==> config.mk <==
export PLATFORM = sky130hd
export DESIGN_NAME = opvi_decoder
export DESIGN_NICKNAME = d
export VERILOG_FILES = /design/src/rtl/opvi_pkg.sv /design/src/rtl/opvi_bit_timer.sv /design/src/rtl/opvi_decoder.sv
export SDC_FILE = /design/constraint.sdc
export NUM_CORES = 1
export LEC_CHECK = 0
export CELL_PAD_IN_SITES_DETAIL_PLACEMENT = 0
export CELL_PAD_IN_SITES_GLOBAL_PLACEMENT = 1
export CORE_MARGIN = 1.5
export CORE_UTILIZATION = 40
export CTS_CLUSTER_SIZE = 20
export DETAILED_ROUTE_END_ITERATION = 10
export DONT_BUFFER_PORTS = 1
export PLACE_DENSITY_LB_ADDON = 0.1
export RECOVER_POWER = 25
export SLEW_MARGIN = 0
export SYNTH_ARGS = -nofsm -noshare
export SYNTH_HDL_FRONTEND = slang
export SYNTH_HIERARCHICAL = 1
export SYNTH_SLANG_ARGS = --single-unit
==> constraint.sdc <==
create_clock -name i_mclk -period 3.76 [get_ports i_mclk]
set_input_delay 0.376 -clock i_mclk [delete_from_list [all_inputs] [get_ports i_mclk]]
set_output_delay 0.376 -clock i_mclk [all_outputs]
set_load 0.005 [all_outputs]
==> src/rtl/opvi_pkg.sv <==
// Constants and types for the one-pin voltage interface decoder.
// Assumes a 10 MHz core clock and a host that idles the pin high or low.
package opvi_pkg;
  // ----------------------------------------
  // Timing
  // ----------------------------------------
  localparam int CLK_HZ          = 10_000_000;
  localparam int TIMEOUT_US      = 520;
  localparam int TIMEOUT_CYC     = (TIMEOUT_US * (CLK_HZ / 1_000_000));
  localparam int ACK_US          = 520;
  localparam int ACK_CYC         = (ACK_US * (CLK_HZ / 1_000_000));
  localparam int CNT_W           = 13;
  // ----------------------------------------
  // Frame layout
  // ----------------------------------------
  localparam int FRAME_BITS      = 16;
  localparam int ACK_REQ_POS     = 7;
  localparam int SEL_HI_POS      = 6;
  localparam int SEL_LO_POS      = 5;
  localparam logic [1:0] SEL_CONV1 = 2'h0;
  localparam logic [1:0] SEL_CONV2 = 2'h2;
  localparam logic [4:0] VSEL_RESET = 5'h00;
  localparam logic [4:0] VSEL_EXTERNAL = 5'h00;
  // Mode output encoding
  typedef enum logic {OPVI_PWR_SAVE, OPVI_FORCED_PWM} opvi_mode_t;
  typedef struct packed {
    logic       ack_request_bit;
    logic [1:0] reg_select;
    logic [4:0] value;
  } opvi_data_t;
endpackage

==> src/rtl/opvi_bit_timer.sv <==
// Low/high phase timer classifying one bit between falling edges.
// Assumes pin input synchronous to the clock.
`timescale 1ns/10ps
`default_nettype none
module opvi_bit_timer #(
  parameter int W = 13
) (
  // Clock and reset
  input  wire logic         i_mclk,
  input  wire logic         i_rst,
  // Control
  input  wire logic         i_clear,
  input  wire logic         i_pin,
  // Results
  output logic [W-1:0]      o_low,
  output logic [W-1:0]      o_high,
  output logic              o_bit,
  output logic              o_valid
);
  logic [W-1:0] low_q, low_d, high_q, high_d;
  always_comb begin
    low_d  = low_q;
    high_d = high_q;
    if (i_clear) begin
      low_d  = '0;
      high_d = '0;
    end else if (!i_pin && low_q != '1) begin
      low_d = low_q + W'(1);
    end else if (i_pin && high_q != '1) begin
      high_d = high_q + W'(1);
    end
  end
  always_ff @(posedge i_mclk or posedge i_rst) begin
    if (i_rst) begin
      low_q  <= '0;
      high_q <= '0;
    end else begin
      low_q  <= low_d;
      high_q <= high_d;
    end
  end
  assign o_low   = low_q;
  assign o_high  = high_q;
  // Ratio test on the finished bit
  assign o_bit   = ({1'b0, high_q} >= {low_q, 1'b0});
  assign o_valid = ({1'b0, high_q} >= {low_q, 1'b0}) || ({1'b0, low_q} >= {high_q, 1'b0});
endmodule
`default_nettype wire

==> src/rtl/opvi_decoder.sv <==
// One-pin serial decoder with mode selection and acknowledge driver.
// Assumes pin sampled synchronously; a pull-up holds the line high and the host pulls it low.
`timescale 1ns/10ps
`default_nettype none
module opvi_decoder #(
  parameter int          TIMEOUT_CYC = opvi_pkg::TIMEOUT_CYC,
  parameter int          ACK_CYC     = opvi_pkg::ACK_CYC,
  parameter logic [7:0]  DEV_ADDR    = 8'hA5  // Arbitrary identity value
) (
  // Clock and reset
  input  wire logic        i_mclk,
  input  wire logic        i_rst,
  // Shared mode/data pin
  input  wire logic        i_pin,
  output logic             o_pin_out,
  output logic             o_pin_oe,
  // Mode and registers
  output logic             o_forced_pwm,
  output logic [4:0]       o_converter1_voltage_select,
  output logic [4:0]       o_converter2_voltage_select,
  output logic             o_conv1_external_fb,
  output logic             o_frame_busy
);
  localparam int W = opvi_pkg::CNT_W;
  typedef enum {S_IDLE, S_LOW, S_HIGH, S_ACK} opvi_state_t;

  opvi_state_t  st_q, st_d;
  logic         pin_q;
  logic [15:0]  sh_q, sh_d;
  logic [4:0]   nbit_q, nbit_d;
  logic         bad_q, bad_d;
  logic         pwm_q, pwm_d;
  logic         skip_q, skip_d;
  logic [W-1:0] ack_q, ack_d;
  logic [4:0]   v1_q, v1_d, v2_q, v2_d;
  logic         oe_q, oe_d;
  logic         clr;
  logic [W-1:0] bit_low_time, bit_high_time;
  logic         bitv, bitok;
  logic         fall;
  opvi_pkg::opvi_data_t dat;

  assign fall = pin_q && !i_pin;
  assign dat  = sh_q[7:0];

  opvi_bit_timer #(.W(W)) u_tmr (
    .i_mclk (i_mclk),
    .i_rst  (i_rst),
    .i_clear(clr),
    .i_pin  (i_pin),
    .o_low  (bit_low_time),
    .o_high (bit_high_time),
    .o_bit  (bitv),
    .o_valid(bitok)
  );

  // ----------------------------------------
  // Frame state machine
  // ----------------------------------------
  always_comb begin
    st_d   = st_q;
    sh_d   = sh_q;
    nbit_d = nbit_q;
    bad_d  = bad_q;
    pwm_d  = pwm_q;
    skip_d = skip_q;
    ack_d  = ack_q;
    v1_d   = v1_q;
    v2_d   = v2_q;
    oe_d   = 1'b0;
    clr    = 1'b0;
    if (i_pin && st_q != S_ACK) pwm_d = 1'b1;
    case (st_q)
      S_IDLE: begin
        if (fall) begin
          clr    = 1'b1;
          nbit_d = '0;
          bad_d  = 1'b0;
          skip_d = 1'b1;
          st_d   = S_LOW;
        end
      end
      S_LOW, S_HIGH: begin
        if (st_q == S_LOW && i_pin) st_d = S_HIGH;
        if (!i_pin && {{(32-W){1'b0}}, bit_low_time} >= TIMEOUT_CYC - 1) begin
          pwm_d = 1'b0;
          st_d  = S_IDLE;
        end else if (fall) begin
          clr = 1'b1;
          if (skip_q) begin
            skip_d = 1'b0;
          end else begin
            sh_d   = {sh_q[14:0], bitv};
            nbit_d = nbit_q + 5'h01;
            bad_d  = bad_q | ~bitok;
          end
          st_d = S_LOW;
        end
        if (fall && !skip_q && nbit_q == 5'(opvi_pkg::FRAME_BITS - 1)) begin
          st_d = S_IDLE;
          if (!bad_d && sh_d[15:8] == DEV_ADDR) begin
            if (sh_d[6:5] == opvi_pkg::SEL_CONV1) v1_d = sh_d[4:0];
            if (sh_d[6:5] == opvi_pkg::SEL_CONV2) v2_d = sh_d[4:0];
            if (sh_d[opvi_pkg::ACK_REQ_POS]) begin
              st_d  = S_ACK;
              ack_d = '0;
            end
          end
        end
      end
      S_ACK: begin
        oe_d  = 1'b1;
        ack_d = ack_q + W'(1);
        if ({{(32-W){1'b0}}, ack_q} >= ACK_CYC - 2) begin
          oe_d = 1'b0;
          st_d = S_IDLE;
        end
      end
      default: st_d = S_IDLE;
    endcase
    if (st_q != S_IDLE && st_q != S_ACK && st_d != S_IDLE) pwm_d = 1'b1;
  end

  always_ff @(posedge i_mclk or posedge i_rst) begin
    if (i_rst) begin
      st_q   <= S_IDLE;
      pin_q  <= 1'b1;
      sh_q   <= '0;
      nbit_q <= '0;
      bad_q  <= 1'b0;
      pwm_q  <= 1'b0;
      skip_q <= 1'b0;
      ack_q  <= '0;
      v1_q   <= opvi_pkg::VSEL_RESET;
      v2_q   <= opvi_pkg::VSEL_RESET;
      oe_q   <= 1'b0;
    end else begin
      st_q   <= st_d;
      pin_q  <= i_pin;
      sh_q   <= sh_d;
      nbit_q <= nbit_d;
      bad_q  <= bad_d;
      pwm_q  <= pwm_d;
      skip_q <= skip_d;
      ack_q  <= ack_d;
      v1_q   <= v1_d;
      v2_q   <= v2_d;
      oe_q   <= oe_d;
    end
  end

  // ----------------------------------------
  // Outputs
  // ----------------------------------------
  logic busy_q;
  logic ext_q;
  always_ff @(posedge i_mclk or posedge i_rst) begin
    if (i_rst) begin
      busy_q <= 1'b0;
      ext_q  <= 1'b1;
    end else begin
      busy_q <= (st_d == S_LOW || st_d == S_HIGH);
      ext_q  <= (v1_d == opvi_pkg::VSEL_EXTERNAL);
    end
  end
  assign o_pin_out                   = 1'b0;
  assign o_pin_oe                    = oe_q;
  assign o_forced_pwm                = pwm_q;
  assign o_converter1_voltage_select = v1_q;
  assign o_converter2_voltage_select = v2_q;
  assign o_conv1_external_fb         = ext_q;
  assign o_frame_busy                = busy_q;

  // ----------------------------------------
  // Checks
  // ----------------------------------------
  a_high_forces_pwm: assert property (@(posedge i_mclk) disable iff (i_rst)
    (i_pin && !oe_q) |=> o_forced_pwm) else $error("pin high did not force pwm");
  a_busy_keeps_pwm: assert property (@(posedge i_mclk) disable iff (i_rst)
    o_frame_busy |-> o_forced_pwm) else $error("pwm dropped during frame");
  a_ack_only_oe: assert property (@(posedge i_mclk) disable iff (i_rst)
    o_pin_oe |-> (o_pin_out == 1'b0 && st_q == S_ACK)) else $error("bad ack drive");
  a_ack_req_set: assert property (@(posedge i_mclk) disable iff (i_rst)
    $rose(o_pin_oe) |-> sh_q[15:8] == DEV_ADDR && sh_q[opvi_pkg::ACK_REQ_POS])
    else $error("ack without request or match");
  a_save_on_low: assert property (@(posedge i_mclk) disable iff (i_rst)
    $fell(o_forced_pwm) |-> !i_pin) else $error("power save with pin high");
  a_v1_stable: assert property (@(posedge i_mclk) disable iff (i_rst)
    (st_q == S_IDLE && !fall) |=> $stable(v1_q)) else $error("register changed idle");
  a_fall_starts: assert property (@(posedge i_mclk) disable iff (i_rst)
    (st_q == S_IDLE && fall) |=> st_q == S_LOW) else $error("fall did not start bit");
  a_sel_conv2: assert property (@(posedge i_mclk) disable iff (i_rst)
    $changed(v2_q) |-> $past(sh_d[6:5]) == opvi_pkg::SEL_CONV2) else $error("wrong target");

  // ----------------------------------------
  // Timeout, acknowledge and output checks
  // ----------------------------------------
  a_timeout_save: assert property (@(posedge i_mclk) disable iff (i_rst)
    ((st_q == S_LOW || st_q == S_HIGH) && !i_pin && bit_low_time >= W'(TIMEOUT_CYC - 1)) |=> !o_forced_pwm)
    else $error("timeout did not enable power save");
  a_ack_clean: assert property (@(posedge i_mclk) disable iff (i_rst)
    $rose(o_pin_oe) |-> !bad_q) else $error("ack after bad bit");
  a_ack_ends: assert property (@(posedge i_mclk) disable iff (i_rst)
    $fell(o_pin_oe) |-> st_q == S_IDLE) else $error("ack end left wrong state");
  a_idle_no_oe: assert property (@(posedge i_mclk) disable iff (i_rst)
    (st_q == S_IDLE) |-> !o_pin_oe) else $error("pin driven while idle");
  a_ext_follows: assert property (@(posedge i_mclk) disable iff (i_rst)
    o_conv1_external_fb == (o_converter1_voltage_select == opvi_pkg::VSEL_EXTERNAL))
    else $error("external feedback flag wrong");
  a_busy_on_fall: assert property (@(posedge i_mclk) disable iff (i_rst)
    (st_q == S_IDLE && fall) |=> o_frame_busy) else $error("busy not raised");
  a_sel_conv1: assert property (@(posedge i_mclk) disable iff (i_rst)
    $changed(v1_q) |-> $past(sh_d[6:5]) == opvi_pkg::SEL_CONV1) else $error("wrong target one");
endmodule
`default_nettype wire

# Yosys cells after proc, flatten, opt, wreduce, memory -nomap -nowiden
# Cells that the tools add are included.
# totals
n_memories,0
ram_bits,0
input_bits,3
out_inout_bits,15
romBits,0
latch_bits,0
ff_bits,109
# op_classes
n_shift,0
multipliers,0
n_reduce_logical,32
eq_ne,20
n_lt_le_gt_ge,4
bitwise,2
mux,49
n_div,0
n_addsub,4
# ops
op,n
$mux W32,6
$eq A32 B2 Y1 const B,4
$mux W13,8
$pmux W32 S3,1
$mux W16,4
$reduce_bool A32 Y1,2
$mux W5,8
$add A13 B1 Y13 const B,3
$eq A32 B1 Y1 const B,1
$eq A32 B3 Y1 const B,1
$logic_not A32 Y1,1
$ne A32 B3 Y1 const B,1
$ge A13 B14 Y1,2
$ge A13 B13 Y1 const B,2
$ne A13 B13 Y1 const B,2
$pmux W13 S2,1
$ne A2 B2 Y1 const B,8
$mux W1,15
$reduce_and A4 Y1,3
$logic_and A1 B1 Y1,11
$pmux W5 S2,1
$eq A8 B8 Y1 const B,1
$reduce_bool A2 Y1,4
$pmux W1 S2,3
13 further kinds,18

# Logic depth before layout (Yosys ltp)
# logic_depth
word_depth,16
mapped_depth,13

# By module
# Netlist, hierarchy kept.
# by_module_without_submodules
mod,area_per_inst_um2,instances,cells_each,seq_area_each_um2
opvi_decoder,3662.3,1,312,2079.5
opvi_bit_timer,2015.7,1,232,650.6

# Worst setup path after synthesis
# No wires, ideal clock.
# synth_path
path_kind,flip-flop to flip-flop
startpoint,register u_tmr.high_q[3] (netlist: u_tmr/o_high[3])
endpoint,register v1_q[0] (netlist: o_converter1_voltage_select[0])
required_time_ns,3.635
setup_slack_ns,0.741
period_less_slack_ns,3.019
n_path_buf,2
arrival_ns,2.894
setup_ns,0.125
path_stages_with_launch,14
cell_sequence,dfrtp_1 clkbuf_1 inv_1 ha_1 nand4_1 a21o_1 a311o_1 nand4_1 and4bb_2 nand4_1 a2111oi_2 o211a_1 buf_6 mux2_4
# synth_via
elab_chain_cells,13
# synth_lines
element,line_no,text
start: declaration,opvi_bit_timer.sv:20,"logic [W-1:0] low_q, low_d, high_q, high_d;"
start signal: assignment,opvi_bit_timer.sv:39,high_q <= high_d;
$ge A13 B14 Y1,opvi_bit_timer.sv:46,"assign o_valid = ({1'b0, high_q} >= {low_q, 1'b0}) || ({1'b0, low_q} >= {high_q, 1'b0});"
$logic_or A1 B1 Y1 (*),opvi_bit_timer.sv:46,
net bitok,opvi_decoder.sv:39,"logic bitv, bitok;"
$not A1 Y1 (*),opvi_decoder.sv:95,bad_d = bad_q | ~bitok;
$or A1 B1 Y1 (*),opvi_decoder.sv:95,
$mux W1 (*),opvi_decoder.sv:90,if (skip_q) begin
$mux W1 (*),opvi_decoder.sv:88,end else if (fall) begin
$mux W1 (*),opvi_decoder.sv:85,"if (!i_pin && {{(32-W){1'b0}}, bit_low_time} >= TIMEOUT_CYC - 1) begin"
$mux W1 (*),opvi_decoder.sv:73,case (st_q)
$logic_not A1 Y1 (*),opvi_decoder.sv:101,if (!bad_d && sh_d[15:8] == DEV_ADDR) begin
$logic_and A1 B1 Y1 (*),opvi_decoder.sv:101,
$mux W5 (*),opvi_decoder.sv:101,
$mux W5 (*),opvi_decoder.sv:99,if (fall && !skip_q && nbit_q == 5'(opvi_pkg::FRAME_BITS - 1)) begin
$mux W5 (*),opvi_decoder.sv:73,
net v1_d[0],opvi_decoder.sv:35,"logic [4:0] v1_q, v1_d, v2_q, v2_d;"
end signal: assignment,opvi_decoder.sv:134,v1_q <= opvi_pkg::VSEL_RESET;
end signal: assignment,opvi_decoder.sv:146,v1_q <= v1_d;
end: declaration,opvi_decoder.sv:35,
# The timed path passes the listed nets; every way through them passes the cells marked *. The select of a mux whose other input is x is not followed.
# A chain may end at the register's enable or synchronous reset.

# Final worst setup path
# layout_path
startpoint,register u_tmr.high_q[4] (netlist: u_tmr/o_high[4])
endpoint,register v1_q[1] (netlist: o_converter1_voltage_select[1])
# Same word-level chain as after synthesis.

==> results.toml <==
[grt]
grt_start_max_net_pins = 55
grt.overflow.total = 0
grt_pass1_vias = 4099
grt.total_usage_pct = 17.8
grt_pass1_wl_um = 20700
antenna_found_initial = 0

[worst_setup_path]
arrival_ns = 3.57
r2r-start = "u_tmr/o_high[4]"
worst-endpoint-required_ns = 4.00
r2r_cells = 11
worst-path-max-fanout = 8
reg2reg_slack_ns = 0.43
crit_start = "u_tmr/o_high[4]"
endpoint_kind = "flop"
regToRegEndpoint = "o_converter1_voltage_select[1]"
critPathKind = "reg2reg"
crit_path_start_kind = "flop"

[floorplanning]
die-area_um2 = 14900
core-area_um2 = 13900
fp.dieH_um = 122
initial_core_util_pct = 40.9
pin_count = 18
row_count = 43
die_w_um = 122

[logic_synthesis]
syn_area_per_cell_um2 = 10.4
synth_top_family_by_area = "simple AND/OR/NAND/NOR gates"
synth_edf_count = 0
ys_warn_count = 6
synth-seq-cells = 109
synth_area_leaders = "dfrtp_1 47%, ha_1 6.6%, mux2_2 2.8%"
synthXorXnorAreaFrac_pct = 2.47
yosys.area.top_type = "dfrtp_1"
synthFlopType = "dfrtp_1"
synth_fa_ha_area_share_pct = 7.49
yosysUniqueCellTypes = 76
synth_area_um2 = 5680
synthSimpleGateAreaFrac_pct = 19.8
syn_inst = 544
yosys-top-cells-count = "107 x dfrtp_1, 42 x nand2_1, 41 x nor2_1"
synth-compound-area-share_pct = 12.5
yosysSeqAreaShare_pct = 48.1
synthArstFlopShare_pct = 100
synth_top_area_share_pct = 47.2
synthMuxAreaShare_pct = 5.62
yosysMostFrequentCell = "dfrtp_1"

[hold_path]
hold_class = "in2reg"
hp-start = "i_pin"
worstHoldPathCells = 0
holdPathEnd = "pin_q"

[sta]
final-hold-violation-count = 0
maxSlewHeadroom_pct = -61.5
maxSlewViolCount = 55
tightestPinTransition_ns = 2.41
period_share_pct = 88.6
setup_violations = 0
grt_setup_unrepaired = "no"
fin_skew_ns = 0.00811
period_needed_ns = 3.33
fmax_mhz = 300
tns_ns = 0

[route]
drt_first_pass_iters = 5
drtIter0Drc = 220
vias_per_cell = 5.45
drt_wl_total_um = 11900
via_count = 4102
drc_errors = 0
drtAntennaViolNets = 0
post_drt_wl_per_cell_um = 15.8

[clocking]
cts_root_buf = "clkbuf_16"
clk_latency_ns = 0.35
clk_pin_slew_ns = 0.07
cts_sinks = 109
clk_path_buf_depth = 2
cts_resized = 0
hold_buffers = 0
htreeDepth = 3
cts_tree = "yes"
cts_buffers = 9
cts_setup_buffers = 0

[finish]
area_delta_synth_final_pct = 9.74
diodes = 0
stdcell_count = 753
layout-drive-gt1-share_pct = 10.5
n_fill_cell = 1338
final_nets = 603

[power]
ir_drop_mv = 0.236
power_density_nw_per_um2 = 477
p_leak_uw = 0.00273

[outcome]
violations = "capacitance limit, slew limit"
status = "finished, violations left"

[placement]
routabilityCongestion = 0.809
hpwl_um = 8510
placement.io_buffers = 0
dpl.cell_count = 739

[job]
drv_cap = 1
==> cell families after synthesis <==
| group | count (synthesis) |
|---|---|
| other | 1 |
| AO/OA/AOI/OAI | 99 |
| multiplexers | 27 |
| AND/OR/NAND/NOR | 205 |
| XOR/XNOR | 16 |
| buffers and inverters | 52 |
| adder cells (fa/ha/maj) | 35 |
| flip-flops | 109 |
==> critical path, cell delays in order (launching register included) <==
cell and delay [ns]:
dfrtp_1 0.48, inv_1 0.09, ha_1 0.32, nand4_1 0.10, a21o_1 0.16, a311o_1 0.34
nand4_1 0.14, and4bb_2 0.23, nand4_1 0.21, a2111oi_2 0.36, o211a_1 0.45, mux2_4 0.34
==> cell type report <==
| cell class | instances | area, µm² | share of cell area (%) |
|---|---|---|---|
| multi-input combinational | 413 | 2840 | 45.5 |
| sequential | 109 | 2730 | 43.8 |
| clock buffer | 10 | 229 | 3.67 |
| tap | 180 | 225 | 3.61 |
| inverter | 32 | 121 | 1.95 |
| clock inverter | 4 | 51.3 | 0.823 |
| timing repair buffer | 5 | 37.5 | 0.602 |
==> registers in the layout, summed over array words and instances (netlist names) <==
register	flops
o_converter2_voltage_select	5
bad_q	1
nbit_q	5
pin_q	1
sh_q	16
skip_q	1
o_converter1_voltage_select	5
o_forced_pwm	1
o_frame_busy	1
ack_q	13
u_tmr/o_high	13
st_q	32
o_conv1_external_fb	1
u_tmr/o_low	13
o_pin_oe	1
==> through the flow <==
stage	total power [µW]	worst slack, ns	instance area, µm²	hold slack (ns)	utilization [%]
floorplan	1890	0.741	5790	0.380	-
global placement	2040	0.511	5950	0.387	42.9
detailed placement	2060	0.423	5950	0.387	42.9
CTS	3000	0.402	6230	0.00822	44.9
global route	3190	0.152	6230	0.0154	44.9
finish	2970	0.428	6230	0.0195	44.9
==> power breakdown <==
group	total, µW	internal [µW]	switching [µW]
Clock	929	510	419
Sequential	1450	1280	170
Combinational	596	257	338
==> layout by cell type, fill, tap and decap left out, types with 10 or more instances in the layout <==
cell type,count
nand3_1,14
nor4_1,10
and3_1,10
nor3_1,17
conb_1,31
inv_1,31
nand2_1,42
xor2_1,12
mux2_2,14
nor2_1,41
ha_1,30
nand4_1,25
a21oi_1,28
dfrtp_1,107
==> worst max-delay path by stage <==
stage                                                 to  slack [ns]  cells past startpoint
after floorplan           o_converter1_voltage_select[0]        0.74                     13
after CTS                                       ack_q[0]        0.40                     11
after global placement                          ack_q[0]        0.51                     11
after detailed placement                        ack_q[0]        0.42                     11
final                     o_converter1_voltage_select[1]        0.43                     11
after global routing                            ack_q[0]        0.15                     11
==> layer usage <==
metal	up-vias	GRT usage, %	share of wire, %
li1	2011	-	-
met1	2006	25.4	50
met2	70	27.2	45
met3	15	2.67	3.3
met4	0	6.83	1.8
met5	-	0	0
(Power assumes the default switching activity.)
